<file path="src/design/fpec_defines.svh">
`ifndef FPEC_DEFINES_SVH
`define FPEC_DEFINES_SVH

// Byte addresses of the registers on the AXI4-Lite slave.
`define FPEC_OFS_MODE_CTRL    8'h00
`define FPEC_OFS_FAULT_STAT   8'h04
`define FPEC_OFS_BLOCK_SEL    8'h08
`define FPEC_OFS_SYS_CTRL     8'h0C

// Field positions in flash_mode_control.
`define FPEC_BIT_HWE          7
`define FPEC_BIT_SWP          6
`define FPEC_BIT_ESET         5
`define FPEC_BIT_PSET         4
`define FPEC_BIT_EVS          3
`define FPEC_BIT_PVS          2
`define FPEC_BIT_ERS          1
`define FPEC_BIT_PRG          0

// Field positions in flash_fault_status.
`define FPEC_BIT_FAULT        7

// Field positions in sys_control (standby and chip mode).
`define FPEC_BIT_HSTBY        0
`define FPEC_BIT_SSTBY        1
`define FPEC_LSB_CHIPMODE     4

`define FPEC_RST_BYTE         8'h00
`define FPEC_RST_CHIPMODE     3'h7

// Block base addresses, bits 0 to 7.
`define FPEC_BLK0_BASE        17'h00000
`define FPEC_BLK1_BASE        17'h00400
`define FPEC_BLK2_BASE        17'h00800
`define FPEC_BLK3_BASE        17'h00C00
`define FPEC_BLK4_BASE        17'h01000
`define FPEC_BLK5_BASE        17'h08000
`define FPEC_BLK6_BASE        17'h10000
`define FPEC_BLK7_BASE        17'h18000
`define FPEC_FLASH_TOP        17'h1FFFF

`define FPEC_RESP_OKAY        2'h0
`define FPEC_RESP_SLVERR      2'h2

`endif

</file>
<file path="src/design/fpec_pkg.sv">
package fpec_pkg;

	typedef enum logic [2:0]
	{
		FPEC_USER      = 3'h0,
		FPEC_PROGRAM   = 3'h1,
		FPEC_ERASE     = 3'h2,
		FPEC_PVERIFY   = 3'h3,
		FPEC_EVERIFY   = 3'h4,
		FPEC_ERRPROT   = 3'h5
	} fpec_mode_t;

	typedef struct packed
	{
		logic        hw_write_enable;
		logic        sw_write_permit;
		logic        erase_setup;
		logic        program_setup;
		logic        erase_verify_select;
		logic        program_verify_select;
		logic        erase_run;
		logic        program_run;
	} fpec_ctrl_t;

	// CPU events that may hit a running program or erase.
	typedef struct packed
	{
		logic        flash_read;
		logic        overlap_ram_read;
		logic        exception_start;
		logic        exception_excluded;
		logic        sleep_exec;
		logic        bus_release;
	} fpec_cpu_evt_t;

endpackage

</file>
<file path="src/design/fpec_ctrl.sv">
`timescale 1ns/1ns
`include "fpec_defines.svh"
// How it works
// - Erase-setup takes a one only when hw and sw enables are one.
// - Program-setup takes a one only when hw and sw enables are one.
// - Erase-verify bit enters/leaves erase-verify; set needs both enables.
// - Program-verify bit enters/leaves program-verify; set needs both enables.
// - Erase trigger sets only with both enables and erase-setup one.
// - Program trigger sets only with both enables and program-setup one.
// - Status is read-only, zero after reset/hw standby, zero if flash disabled.
// - Flash array reads during program/erase set the fault flag.
// - Non-excluded exception start during program/erase sets fault flag.
// - Sleep or bus release during program/erase sets fault flag.
// - Fault flag blocks program/erase; only reset or hw standby clears.
// - Status bits six to zero read zero.
// - Block select clears on reset, standby, hw enable low, permit zero.
// - Only selected blocks are erased; others protected.
// - Block-select ones are ignored until the permit bit is set.
// - Block select writable only in modes 5 and 7, else zeros.
// - Select bits map to fixed 1k, 28k and 32k address blocks.
// - Top control bit mirrors the hardware write-enable pin.
// - Permit bit takes a one only while hw enable is one.
// - Mode control clears on reset and both standby modes.
module fpec_ctrl
(
	// Clock and reset
	input  wire logic                   clk_sys,
	input  wire logic                   resetn,
	// Pins
	input  wire logic                   hw_write_enable,
	input  wire logic                   wdt_resetn,
	// CPU events and array address
	input  wire fpec_pkg::fpec_cpu_evt_t cpu_evt,
	input  wire logic [16:0]            flash_addr,
	// Flash array control
	output logic [2:0]                  flash_mode,
	output logic                        flash_erase_sel,
	output logic [7:0]                  block_enable,
	// AXI4-Lite write address and data
	input  wire logic [7:0]             s_axi_awaddr,
	input  wire logic                   s_axi_awvalid,
	output logic                        s_axi_awready,
	input  wire logic [31:0]            s_axi_wdata,
	input  wire logic [3:0]             s_axi_wstrb,
	input  wire logic                   s_axi_wvalid,
	output logic                        s_axi_wready,
	// AXI4-Lite write response
	output logic [1:0]                  s_axi_bresp,
	output logic                        s_axi_bvalid,
	input  wire logic                   s_axi_bready,
	// AXI4-Lite read
	input  wire logic [7:0]             s_axi_araddr,
	input  wire logic                   s_axi_arvalid,
	output logic                        s_axi_arready,
	output logic [31:0]                 s_axi_rdata,
	output logic [1:0]                  s_axi_rresp,
	output logic                        s_axi_rvalid,
	input  wire logic                   s_axi_rready
);
	import fpec_pkg::*;

	logic       hwe_meta_ff;
	logic       hwe_ff;
	logic       wdt_meta_ff;
	logic       wdt_n_ff;
	fpec_ctrl_t ctrl_ff;
	logic       fault_ff;
	logic [7:0] blk_ff;
	logic       hstby_ff;
	logic       sstby_ff;
	logic [2:0] chip_mode_ff;
	logic [7:0] aw_addr_ff;
	logic       aw_have_ff;
	logic [31:0] w_data_ff;
	logic       w_strb0_ff;
	logic       w_have_ff;
	logic       wr_go;
	logic [7:0] wbyte;
	logic       busy;
	logic       flash_on;
	logic       perm;
	logic       blk_mode_ok;
	logic       fault_evt;
	logic       stby;
	logic       fault_clr;
	fpec_mode_t nxt_mode;
	logic [7:0] nxt_blk;
	logic [31:0] nxt_rdata;
	logic       nxt_rerr;

	// Chip modes 5 to 7 have the on-chip flash enabled.
	function automatic logic flash_enabled(input logic [2:0] m);
		flash_enabled = (m == 3'h5) || (m == 3'h6) || (m == 3'h7);
	endfunction

	// Address block lookup, used for the erase select output.
	function automatic logic [2:0] block_of(input logic [16:0] a);
		if (a >= `FPEC_BLK7_BASE)
			block_of = 3'h7;
		else if (a >= `FPEC_BLK6_BASE)
			block_of = 3'h6;
		else if (a >= `FPEC_BLK5_BASE)
			block_of = 3'h5;
		else if (a >= `FPEC_BLK4_BASE)
			block_of = 3'h4;
		else if (a >= `FPEC_BLK3_BASE)
			block_of = 3'h3;
		else if (a >= `FPEC_BLK2_BASE)
			block_of = 3'h2;
		else if (a >= `FPEC_BLK1_BASE)
			block_of = 3'h1;
		else
			block_of = 3'h0;
	endfunction

	// Pins are asynchronous; two flops before any use.
	always_ff @(posedge clk_sys)
	begin
		if (!resetn)
		begin
			hwe_meta_ff <= 1'b0;
			hwe_ff      <= 1'b0;
			wdt_meta_ff <= 1'b1;
			wdt_n_ff    <= 1'b1;
		end
		else
		begin
			hwe_meta_ff <= hw_write_enable;
			hwe_ff      <= hwe_meta_ff;
			wdt_meta_ff <= wdt_resetn;
			wdt_n_ff    <= wdt_meta_ff;
		end
	end

	assign wr_go       = aw_have_ff && w_have_ff && !s_axi_bvalid;
	// Only the low byte lane carries a register; other lanes are ignored.
	assign wbyte       = w_strb0_ff ? w_data_ff[7:0] : ctrl_ff;
	assign busy        = ctrl_ff.erase_run || ctrl_ff.program_run;
	assign flash_on    = flash_enabled(chip_mode_ff);
	assign perm        = hwe_ff && ctrl_ff.sw_write_permit;
	assign stby        = hstby_ff || sstby_ff;
	assign fault_clr   = !wdt_n_ff || hstby_ff;
	assign blk_mode_ok = (chip_mode_ff == 3'h5) || (chip_mode_ff == 3'h7);
	assign fault_evt   = busy && (
		(cpu_evt.flash_read && !cpu_evt.overlap_ram_read) ||
		(cpu_evt.exception_start && !cpu_evt.exception_excluded) ||
		cpu_evt.sleep_exec || cpu_evt.bus_release);

	// AXI write channels are taken independently and held until both exist.
	always_ff @(posedge clk_sys)
	begin
		if (!resetn)
		begin
			aw_have_ff    <= 1'b0;
			w_have_ff     <= 1'b0;
			aw_addr_ff    <= 8'h00;
			w_data_ff     <= 32'h00000000;
			w_strb0_ff    <= 1'b0;
			s_axi_awready <= 1'b0;
			s_axi_wready  <= 1'b0;
			s_axi_bvalid  <= 1'b0;
			s_axi_bresp   <= `FPEC_RESP_OKAY;
		end
		else
		begin
			s_axi_awready <= !aw_have_ff && !s_axi_awready;
			s_axi_wready  <= !w_have_ff && !s_axi_wready;
			if (s_axi_awvalid && s_axi_awready)
			begin
				aw_have_ff <= 1'b1;
				aw_addr_ff <= s_axi_awaddr;
				s_axi_awready <= 1'b0;
			end
			if (s_axi_wvalid && s_axi_wready)
			begin
				w_have_ff  <= 1'b1;
				w_data_ff  <= s_axi_wdata;
				w_strb0_ff <= s_axi_wstrb[0];
				s_axi_wready <= 1'b0;
			end
			if (wr_go)
			begin
				aw_have_ff   <= 1'b0;
				w_have_ff    <= 1'b0;
				s_axi_bvalid <= 1'b1;
				case (aw_addr_ff)
				`FPEC_OFS_MODE_CTRL,
				`FPEC_OFS_FAULT_STAT,
				`FPEC_OFS_BLOCK_SEL,
				`FPEC_OFS_SYS_CTRL:
					s_axi_bresp <= `FPEC_RESP_OKAY;
				default:
					s_axi_bresp <= `FPEC_RESP_SLVERR;
				endcase
			end
			else if (s_axi_bvalid && s_axi_bready)
				s_axi_bvalid <= 1'b0;
		end
	end

	// Standby and chip mode live in a system control word.
	always_ff @(posedge clk_sys)
	begin
		if (!resetn)
		begin
			hstby_ff     <= 1'b0;
			sstby_ff     <= 1'b0;
			chip_mode_ff <= `FPEC_RST_CHIPMODE;
		end
		else if (wr_go && aw_addr_ff == `FPEC_OFS_SYS_CTRL && w_strb0_ff)
		begin
			hstby_ff     <= w_data_ff[`FPEC_BIT_HSTBY];
			sstby_ff     <= w_data_ff[`FPEC_BIT_SSTBY];
			chip_mode_ff <= w_data_ff[`FPEC_LSB_CHIPMODE +: 3];
		end
	end

	// Mode control: bits 5 to 0 check their own enables against the old state.
	always_ff @(posedge clk_sys)
	begin
		if (!resetn || stby)
			ctrl_ff <= `FPEC_RST_BYTE;
		else
		begin
			ctrl_ff.hw_write_enable <= hwe_ff;
			if (!hwe_ff)
				ctrl_ff[6:0] <= 7'h00;
			else if (wr_go && aw_addr_ff == `FPEC_OFS_MODE_CTRL && w_strb0_ff
				&& flash_on)
			begin
				ctrl_ff.sw_write_permit <= wbyte[`FPEC_BIT_SWP];
				ctrl_ff.erase_setup <= wbyte[`FPEC_BIT_ESET] && perm;
				ctrl_ff.program_setup <= wbyte[`FPEC_BIT_PSET] && perm;
				ctrl_ff.erase_verify_select <= wbyte[`FPEC_BIT_EVS] && perm;
				ctrl_ff.program_verify_select <=
					wbyte[`FPEC_BIT_PVS] && perm;
				ctrl_ff.erase_run <= wbyte[`FPEC_BIT_ERS] && perm
					&& ctrl_ff.erase_setup;
				ctrl_ff.program_run <= wbyte[`FPEC_BIT_PRG] && perm
					&& ctrl_ff.program_setup;
			end
		end
	end

	// Fault flag: set wins; software standby leaves it alone.
	always_ff @(posedge clk_sys)
	begin
		if (!resetn)
			fault_ff <= 1'b0;
		else if (fault_evt)
			fault_ff <= 1'b1;
		else if (fault_clr)
			fault_ff <= 1'b0;
	end

	always_comb
	begin
		nxt_blk = blk_ff;
		if (!hwe_ff || !ctrl_ff.sw_write_permit || !blk_mode_ok)
			nxt_blk = 8'h00;
		else if (wr_go && aw_addr_ff == `FPEC_OFS_BLOCK_SEL && w_strb0_ff)
			nxt_blk = w_data_ff[7:0];
	end

	always_ff @(posedge clk_sys)
	begin
		if (!resetn || stby)
			blk_ff <= 8'h00;
		else
			blk_ff <= nxt_blk;
	end

	// The array mode: error protection overrides every request.
	always_comb
	begin
		if (fault_ff)
			nxt_mode = FPEC_ERRPROT;
		else if (ctrl_ff.erase_run)
			nxt_mode = FPEC_ERASE;
		else if (ctrl_ff.program_run)
			nxt_mode = FPEC_PROGRAM;
		else if (ctrl_ff.erase_verify_select)
			nxt_mode = FPEC_EVERIFY;
		else if (ctrl_ff.program_verify_select)
			nxt_mode = FPEC_PVERIFY;
		else
			nxt_mode = FPEC_USER;
	end

	always_ff @(posedge clk_sys)
	begin
		if (!resetn)
		begin
			flash_mode      <= FPEC_USER;
			block_enable    <= 8'h00;
			flash_erase_sel <= 1'b0;
		end
		else
		begin
			flash_mode <= nxt_mode;
			block_enable <= (nxt_mode == FPEC_ERASE) ? blk_ff : 8'h00;
			flash_erase_sel <= blk_ff[block_of(flash_addr)]
				&& (nxt_mode == FPEC_ERASE);
		end
	end

	always_comb
	begin
		nxt_rerr  = 1'b0;
		nxt_rdata = 32'h00000000;
		case (s_axi_araddr)
		`FPEC_OFS_MODE_CTRL:
			nxt_rdata[7:0] = flash_on ? ctrl_ff : 8'h00;
		`FPEC_OFS_FAULT_STAT:
			nxt_rdata[7:0] = (flash_on ? {fault_ff, 7'h00} : 8'h00);
		`FPEC_OFS_BLOCK_SEL:
			nxt_rdata[7:0] = blk_ff;
		`FPEC_OFS_SYS_CTRL:
			nxt_rdata[7:0] = {1'b0, chip_mode_ff, 2'h0, sstby_ff, hstby_ff};
		default:
			nxt_rerr = 1'b1;
		endcase
	end

	always_ff @(posedge clk_sys)
	begin
		if (!resetn)
		begin
			s_axi_arready <= 1'b0;
			s_axi_rvalid  <= 1'b0;
			s_axi_rdata   <= 32'h00000000;
			s_axi_rresp   <= `FPEC_RESP_OKAY;
		end
		else if (s_axi_arvalid && s_axi_arready)
		begin
			s_axi_arready <= 1'b0;
			s_axi_rvalid  <= 1'b1;
			s_axi_rdata   <= nxt_rdata;
			s_axi_rresp   <= nxt_rerr ? `FPEC_RESP_SLVERR : `FPEC_RESP_OKAY;
		end
		else if (s_axi_rvalid)
		begin
			if (s_axi_rready)
				s_axi_rvalid <= 1'b0;
		end
		else
			s_axi_arready <= !s_axi_arready && s_axi_arvalid;
	end
endmodule // fpec_ctrl

</file>
<file path="config.mk">
export PLATFORM = sky130hd
export DESIGN_NAME = fpec_ctrl
export DESIGN_NICKNAME = d
export VERILOG_FILES = /design/src/design/fpec_pkg.sv /design/src/design/fpec_ctrl.sv
export VERILOG_INCLUDE_DIRS = /design/src /design/src/design
export SDC_FILE = /design/constraint.sdc
export NUM_CORES = 1
export LEC_CHECK = 0
export BUFFER_PORTS_ARGS = -buffer_cell sky130_fd_sc_hd__clkbuf_2
export CORE_ASPECT_RATIO = 0.7
export CORE_UTILIZATION = 50
export CTS_CLUSTER_DIAMETER = 100
export DETAILED_ROUTE_END_ITERATION = 7
export GPL_ROUTABILITY_DRIVEN = 0
export PLACE_DENSITY = 0.85
export SKIP_LAST_GASP = 1
export SYNTH_ARGS = -nofsm -noshare
export SYNTH_HDL_FRONTEND = slang
export SYNTH_SLANG_ARGS = --single-unit
</file>
<file path="constraint.sdc">
create_clock -name clk_sys -period 3.4 [get_ports clk_sys]
set_input_delay 0.68 -clock clk_sys [delete_from_list [all_inputs] [get_ports clk_sys]]
set_output_delay 0.68 -clock clk_sys [all_outputs]
set_load 0.01 [all_outputs]
</file>
Word level (Yosys, flattened, before mapping)

Index checks and enable logic that the tools add are counted.

Register bits after elaboration: 74
Input bits: 84
Word-level logic and storage cells: 149

$lt $le $gt $ge: 8
Eq/ne operators: 10
Muxes and demuxes: 28
Bitwise operators: 2
Reduce and logical (&&, ||, !) cells: 68

Operators with widths:

| cell                 | number |
|---|---|
| $ge 17x12->1 const B | 2 |
| $ge 17x17->1 const B | 2 |
| $eq 8x4->1 const B   | 4 |
| $pmux 8 s4           | 1 |
| $logic_and 1x1->1    | 29 |
| $mux 3               | 9 |
| $ge 17x11->1 const B | 1 |
| $ge 17x13->1 const B | 1 |
| $ge 17x16->1 const B | 1 |
| $eq 8x3->1 const B   | 2 |
| $logic_not 8->1      | 2 |
| $mux 8               | 2 |
| $logic_not 1->1      | 13 |
| $logic_or 1x1->1     | 12 |
| $reduce_or 2->1      | 6 |
| $mux 2               | 5 |
| $eq 3x3->1 const B   | 3 |
| $mux 1               | 9 |
| $reduce_or 4->1      | 2 |
| $mux 6               | 1 |
| $lt 3x4->1 const B   | 1 |
| $reduce_and 2->1     | 2 |
| $reduce_bool 2->1    | 2 |
| $bmux 1 s3           | 1 |
| 2 further kinds      | 3 |

Longest topological paths before layout

Word-level depth: 12
Mapped depth: 5

Least setup slack after synthesis

OpenSTA, ideal clock, no wires.

Path kind: input port to flip-flop
Start point: input port s_axi_araddr[5]
End point: register s_axi_rdata[2]
Library setup time: 0.088 ns
Arrival: 1.843 ns
Required time: 3.312 ns
Slack: 1.469 ns
Cell stages on the path: 4
Path through: or4_1 > nor3_1 > nand4_1 > o31ai_1

Longest elaborated chain between the ends: 2

Ends and longest elaborated chain:

| what                                     | RTL line         | source |
|---|---|---|
| start, declared                          | fpec_ctrl.sv:52  | `input wire logic [7:0] s_axi_araddr,` |
| $eq 8x4->1, or another cell as far along | fpec_ctrl.sv:311 | `case (s_axi_araddr)` |
| $pmux 8 s4 *                             | fpec_ctrl.sv:311 |  |
| end signal, assigned                     | fpec_ctrl.sv:338 | `s_axi_rdata <= nxt_rdata;` |
| end, declared                            | fpec_ctrl.sv:55  | `output logic [31:0] s_axi_rdata,` |

Every way passes the cells marked *; elsewhere a longest branch is shown, timed or not.
A chain may end at the register's enable or synchronous reset.

Worst setup path after layout

Start point: register aw_addr_ff[0]
End point: register blk_ff[6]

Longest elaborated chain between the ends: 3

Ends and longest elaborated chain:

| what                               | RTL line         | source |
|---|---|---|
| start, declared                    | fpec_ctrl.sv:72  | `logic [7:0] aw_addr_ff;` |
| start signal, assigned             | fpec_ctrl.sv:171 | `aw_addr_ff <= s_axi_awaddr;` |
| $eq 8x4->1                         | -                |  |
| $logic_and 1x1->1 (no source line) | -                |  |
| $logic_and 1x1->1                  | fpec_ctrl.sv:261 | `` else if (wr_go && aw_addr_ff == `FPEC_OFS_BLOCK_SEL && w_strb0_ff) `` |
| end signal, assigned               | fpec_ctrl.sv:270 | `blk_ff <= nxt_blk;` |
| end, declared                      | fpec_ctrl.sv:68  | `logic [7:0] blk_ff;` |

Every way passes these cells.

==> summary.txt <==
Vias in the first global route = 2226
Vias = 2494
#FFs+latches synth = 72
Crit path buf inv count = 0
Setup repair after global routing missed its margin = no
Layout cells sized above 1 = 23.9%
Final setup viols = 0
Slew Limit Fails = 0
Post-route minimum period = 2.12 ns
Pre-antenna DRT Iters = 5
# H-tree levels = 3
Area grow syn2layout = 17.0%
# resized after CTS = 0
Clock buffer depth = 2
Die Y-Extent = 66.7 um
Max-cap violations = 0
Final-report hold violation count = 0
Via/cell ratio = 5.14
Iter 0 DRT Violations = 124
Largest net degree at the start of global routing = 25
Worst slew margin relative to its limit = 44.5%
Die outline width = 94.5 um
I/O pin cnt = 137
Family with the most delay on the worst path = simple AND/OR/NAND/NOR gates
CP cell instances = or4_4 > nor4_4 > mux2i_1 > nor2_1
CP max stage cell = nor4_4
Number of setup buffers added after CTS = 0
Worst skew pair latency = 0.35 ns
GR Layer Usage met2 = 35.6%
Worst clock skew = 0.00924 ns
N_diodes = 0
Crit path DAT = 2.35 ns
Top Usage Layer GRT = met2
Starting density of the core = 52.0%
Hold_buf cts = 0
Cell Area, Synth = 2990 sq um
Fin Hold WS = 0.405 ns
VDD IR-drop max = 0.000254 V
Grt ovf = 0
Die ar. = 6300 sq um
Final Cycle Share = 62.4%
Root buffer cell = clkbuf_8
Post-Route WL = 6.62 mm
Antenna violations before repair = 0
CTS Buf Count = 9
Yosys warning count = 0
Critical Path Max Stage Delay = 0.75 ns
Setup TNS = 0 ns
Core ar. = 5760 sq um
DP HPWL = 4.88 mm
Port Buffers = 73
FP Rows = 23
Ys async rst share = 0%
Cell leakage power = 1.40 nW
Seq/Total Area, Yosys = 48.2%
Clock tree from TritonCTS = yes
Startpoint types = register
Grt met3 use = 7.31%
CP max FO = 8
Worst min-delay path class = register to register
WP data required = 3.63 ns
Worst-margin pin slew = 0.831 ns
Met1 GRT Util = 29.0%
Crit. End Element = register
Total Routing Usage GR = 22.8%
Drc violations = 0
Routed WL per cell = 13.6 um
Clock-pin slew on the worst setup and hold paths = 0.07 ns
Synthesized instance count = 334
Power Density = 480 nW/um^2
Layout net count = 489
Clk sinks = 72
Avg Synthesized Cell Area = 8.96 sq um
Post-synth EDFFs = 0
Global-route wire length before repair = 10.6 mm
Outcome = finished clean
WS Path Type = register to register
Commonest cells after routing, fill and taps aside = 73 x clkbuf_2, 72 x dfxtp_1, 47 x nand2_1, 29 x nor2_1, 27 x a21oi_1
Post-route ant nets = 0
Most common cell after layout, fill and taps aside = clkbuf_2
Peak Freq = 471 MHz
Distinct cells, synth = 37
Synth Flop Type = dfxtp_1
-- metrics by stage --
step                      instance area, sq um  util (%)  setup WS [ns]  instances  power (mW)
after floorplan                           3090         -           1.47        359       0.995
after global placement                    3300      57.3           1.24        469        1.01
after detailed placement                  3300      57.3           1.11        469        1.02
after CTS                                 3500      60.8           1.30        485        1.69
after global routing                      3500      60.8           1.18        485        1.74
final                                     3500      60.8           1.28        485        1.68
-- routing by layer --
metal | vias up | wire length [um]
met5 | - | 0
met3 | 13 | 508
met2 | 101 | 3080
li1 | 1238 | -
met1 | 1142 | 2930
met4 | 0 | 99
-- cells in the mapped netlist, drive strengths merged, types with 2 or more instances --
master	number	area, sq um
mux2	8	90.1
mux2i	14	140
nand3	12	60.1
o2111ai	2	17.5
clkbuf	9	33.8
o31ai	3	22.5
a31oi	4	25.0
a32oi	2	17.5
o21ai	12	60.1
inv	10	37.5
dfxtp	72	1440
nand2	47	176
a21oi	27	135
and2	11	68.8
or4	3	26.3
nand4	2	12.5
nand2b	9	56.3
nor3	7	35.0
a22oi	7	52.6
nor2	29	109
buf	30	218
nor4	4	70.1
-- path summary, 6_finish.rpt --
| path | endpoint | cells past startpoint | slack (ns) | startpoint |
|---|---|---|---|---|
| hold reg to reg | wdt_n_ff$_SDFF_PN1_ | 1 | 0.40 | wdt_meta_ff$_SDFF_PN1_ |
| setup reg to reg | blk_ff[6]$_SDFFE_PP0P_ | 4 | 1.28 | aw_addr_ff[0]$_SDFFE_PN0P_ |
| hold / removal | wdt_n_ff$_SDFF_PN1_ | 1 | 0.40 | wdt_meta_ff$_SDFF_PN1_ |
| setup / recovery | blk_ff[6]$_SDFFE_PP0P_ | 4 | 1.28 | aw_addr_ff[0]$_SDFFE_PN0P_ |
-- cells by family after synthesis --
logic type	count (synthesis)	synth area share, %
AND/OR/NAND/NOR	129	21.7
other	1	0.125
multiplexers	23	8.45
buffers and inverters	49	9.66
flip-flops	72	48.2
AO/OA/AOI/OAI	60	11.8
-- sequential cells by signal, indices dropped and copies added, names as in the netlist, 3 cells and up --
signal	flops
flash_mode	3
blk_ff	8
block_enable	8
aw_addr_ff	8
w_data_ff	8
s_axi_rdata	8
ctrl_ff	8
chip_mode_ff	3
-- worst reg2reg max path, cell delays in order, from the launching register on --
cell and delay (ns):
dfxtp_1 0.33, or4_4 0.60, nor4_4 0.75, mux2i_1 0.27, nor2_1 0.05
-- report_power, final --
group	leakage (nW)	switching [mW]	internal [mW]
logic	0.708	0.0731	0.0458
clock network	0.103	0.303	0.377
registers	0.584	0.0192	0.862
-- layout make-up --
| cell class | count | area [sq um] |
|---|---|---|
| Sequential cell | 72 | 1440 |
| Inverter | 10 | 37.5 |
| Clock inverter | 3 | 40.0 |
| Clock buffer | 13 | 159 |
| Timing Repair Buffer | 74 | 373 |
| Tap cell | 75 | 93.8 |
| Fill cell | 510 | 2260 |
| Multi-Input combinational cell | 238 | 1360 |
No activity file was read; power rests on OpenSTA's default activity.
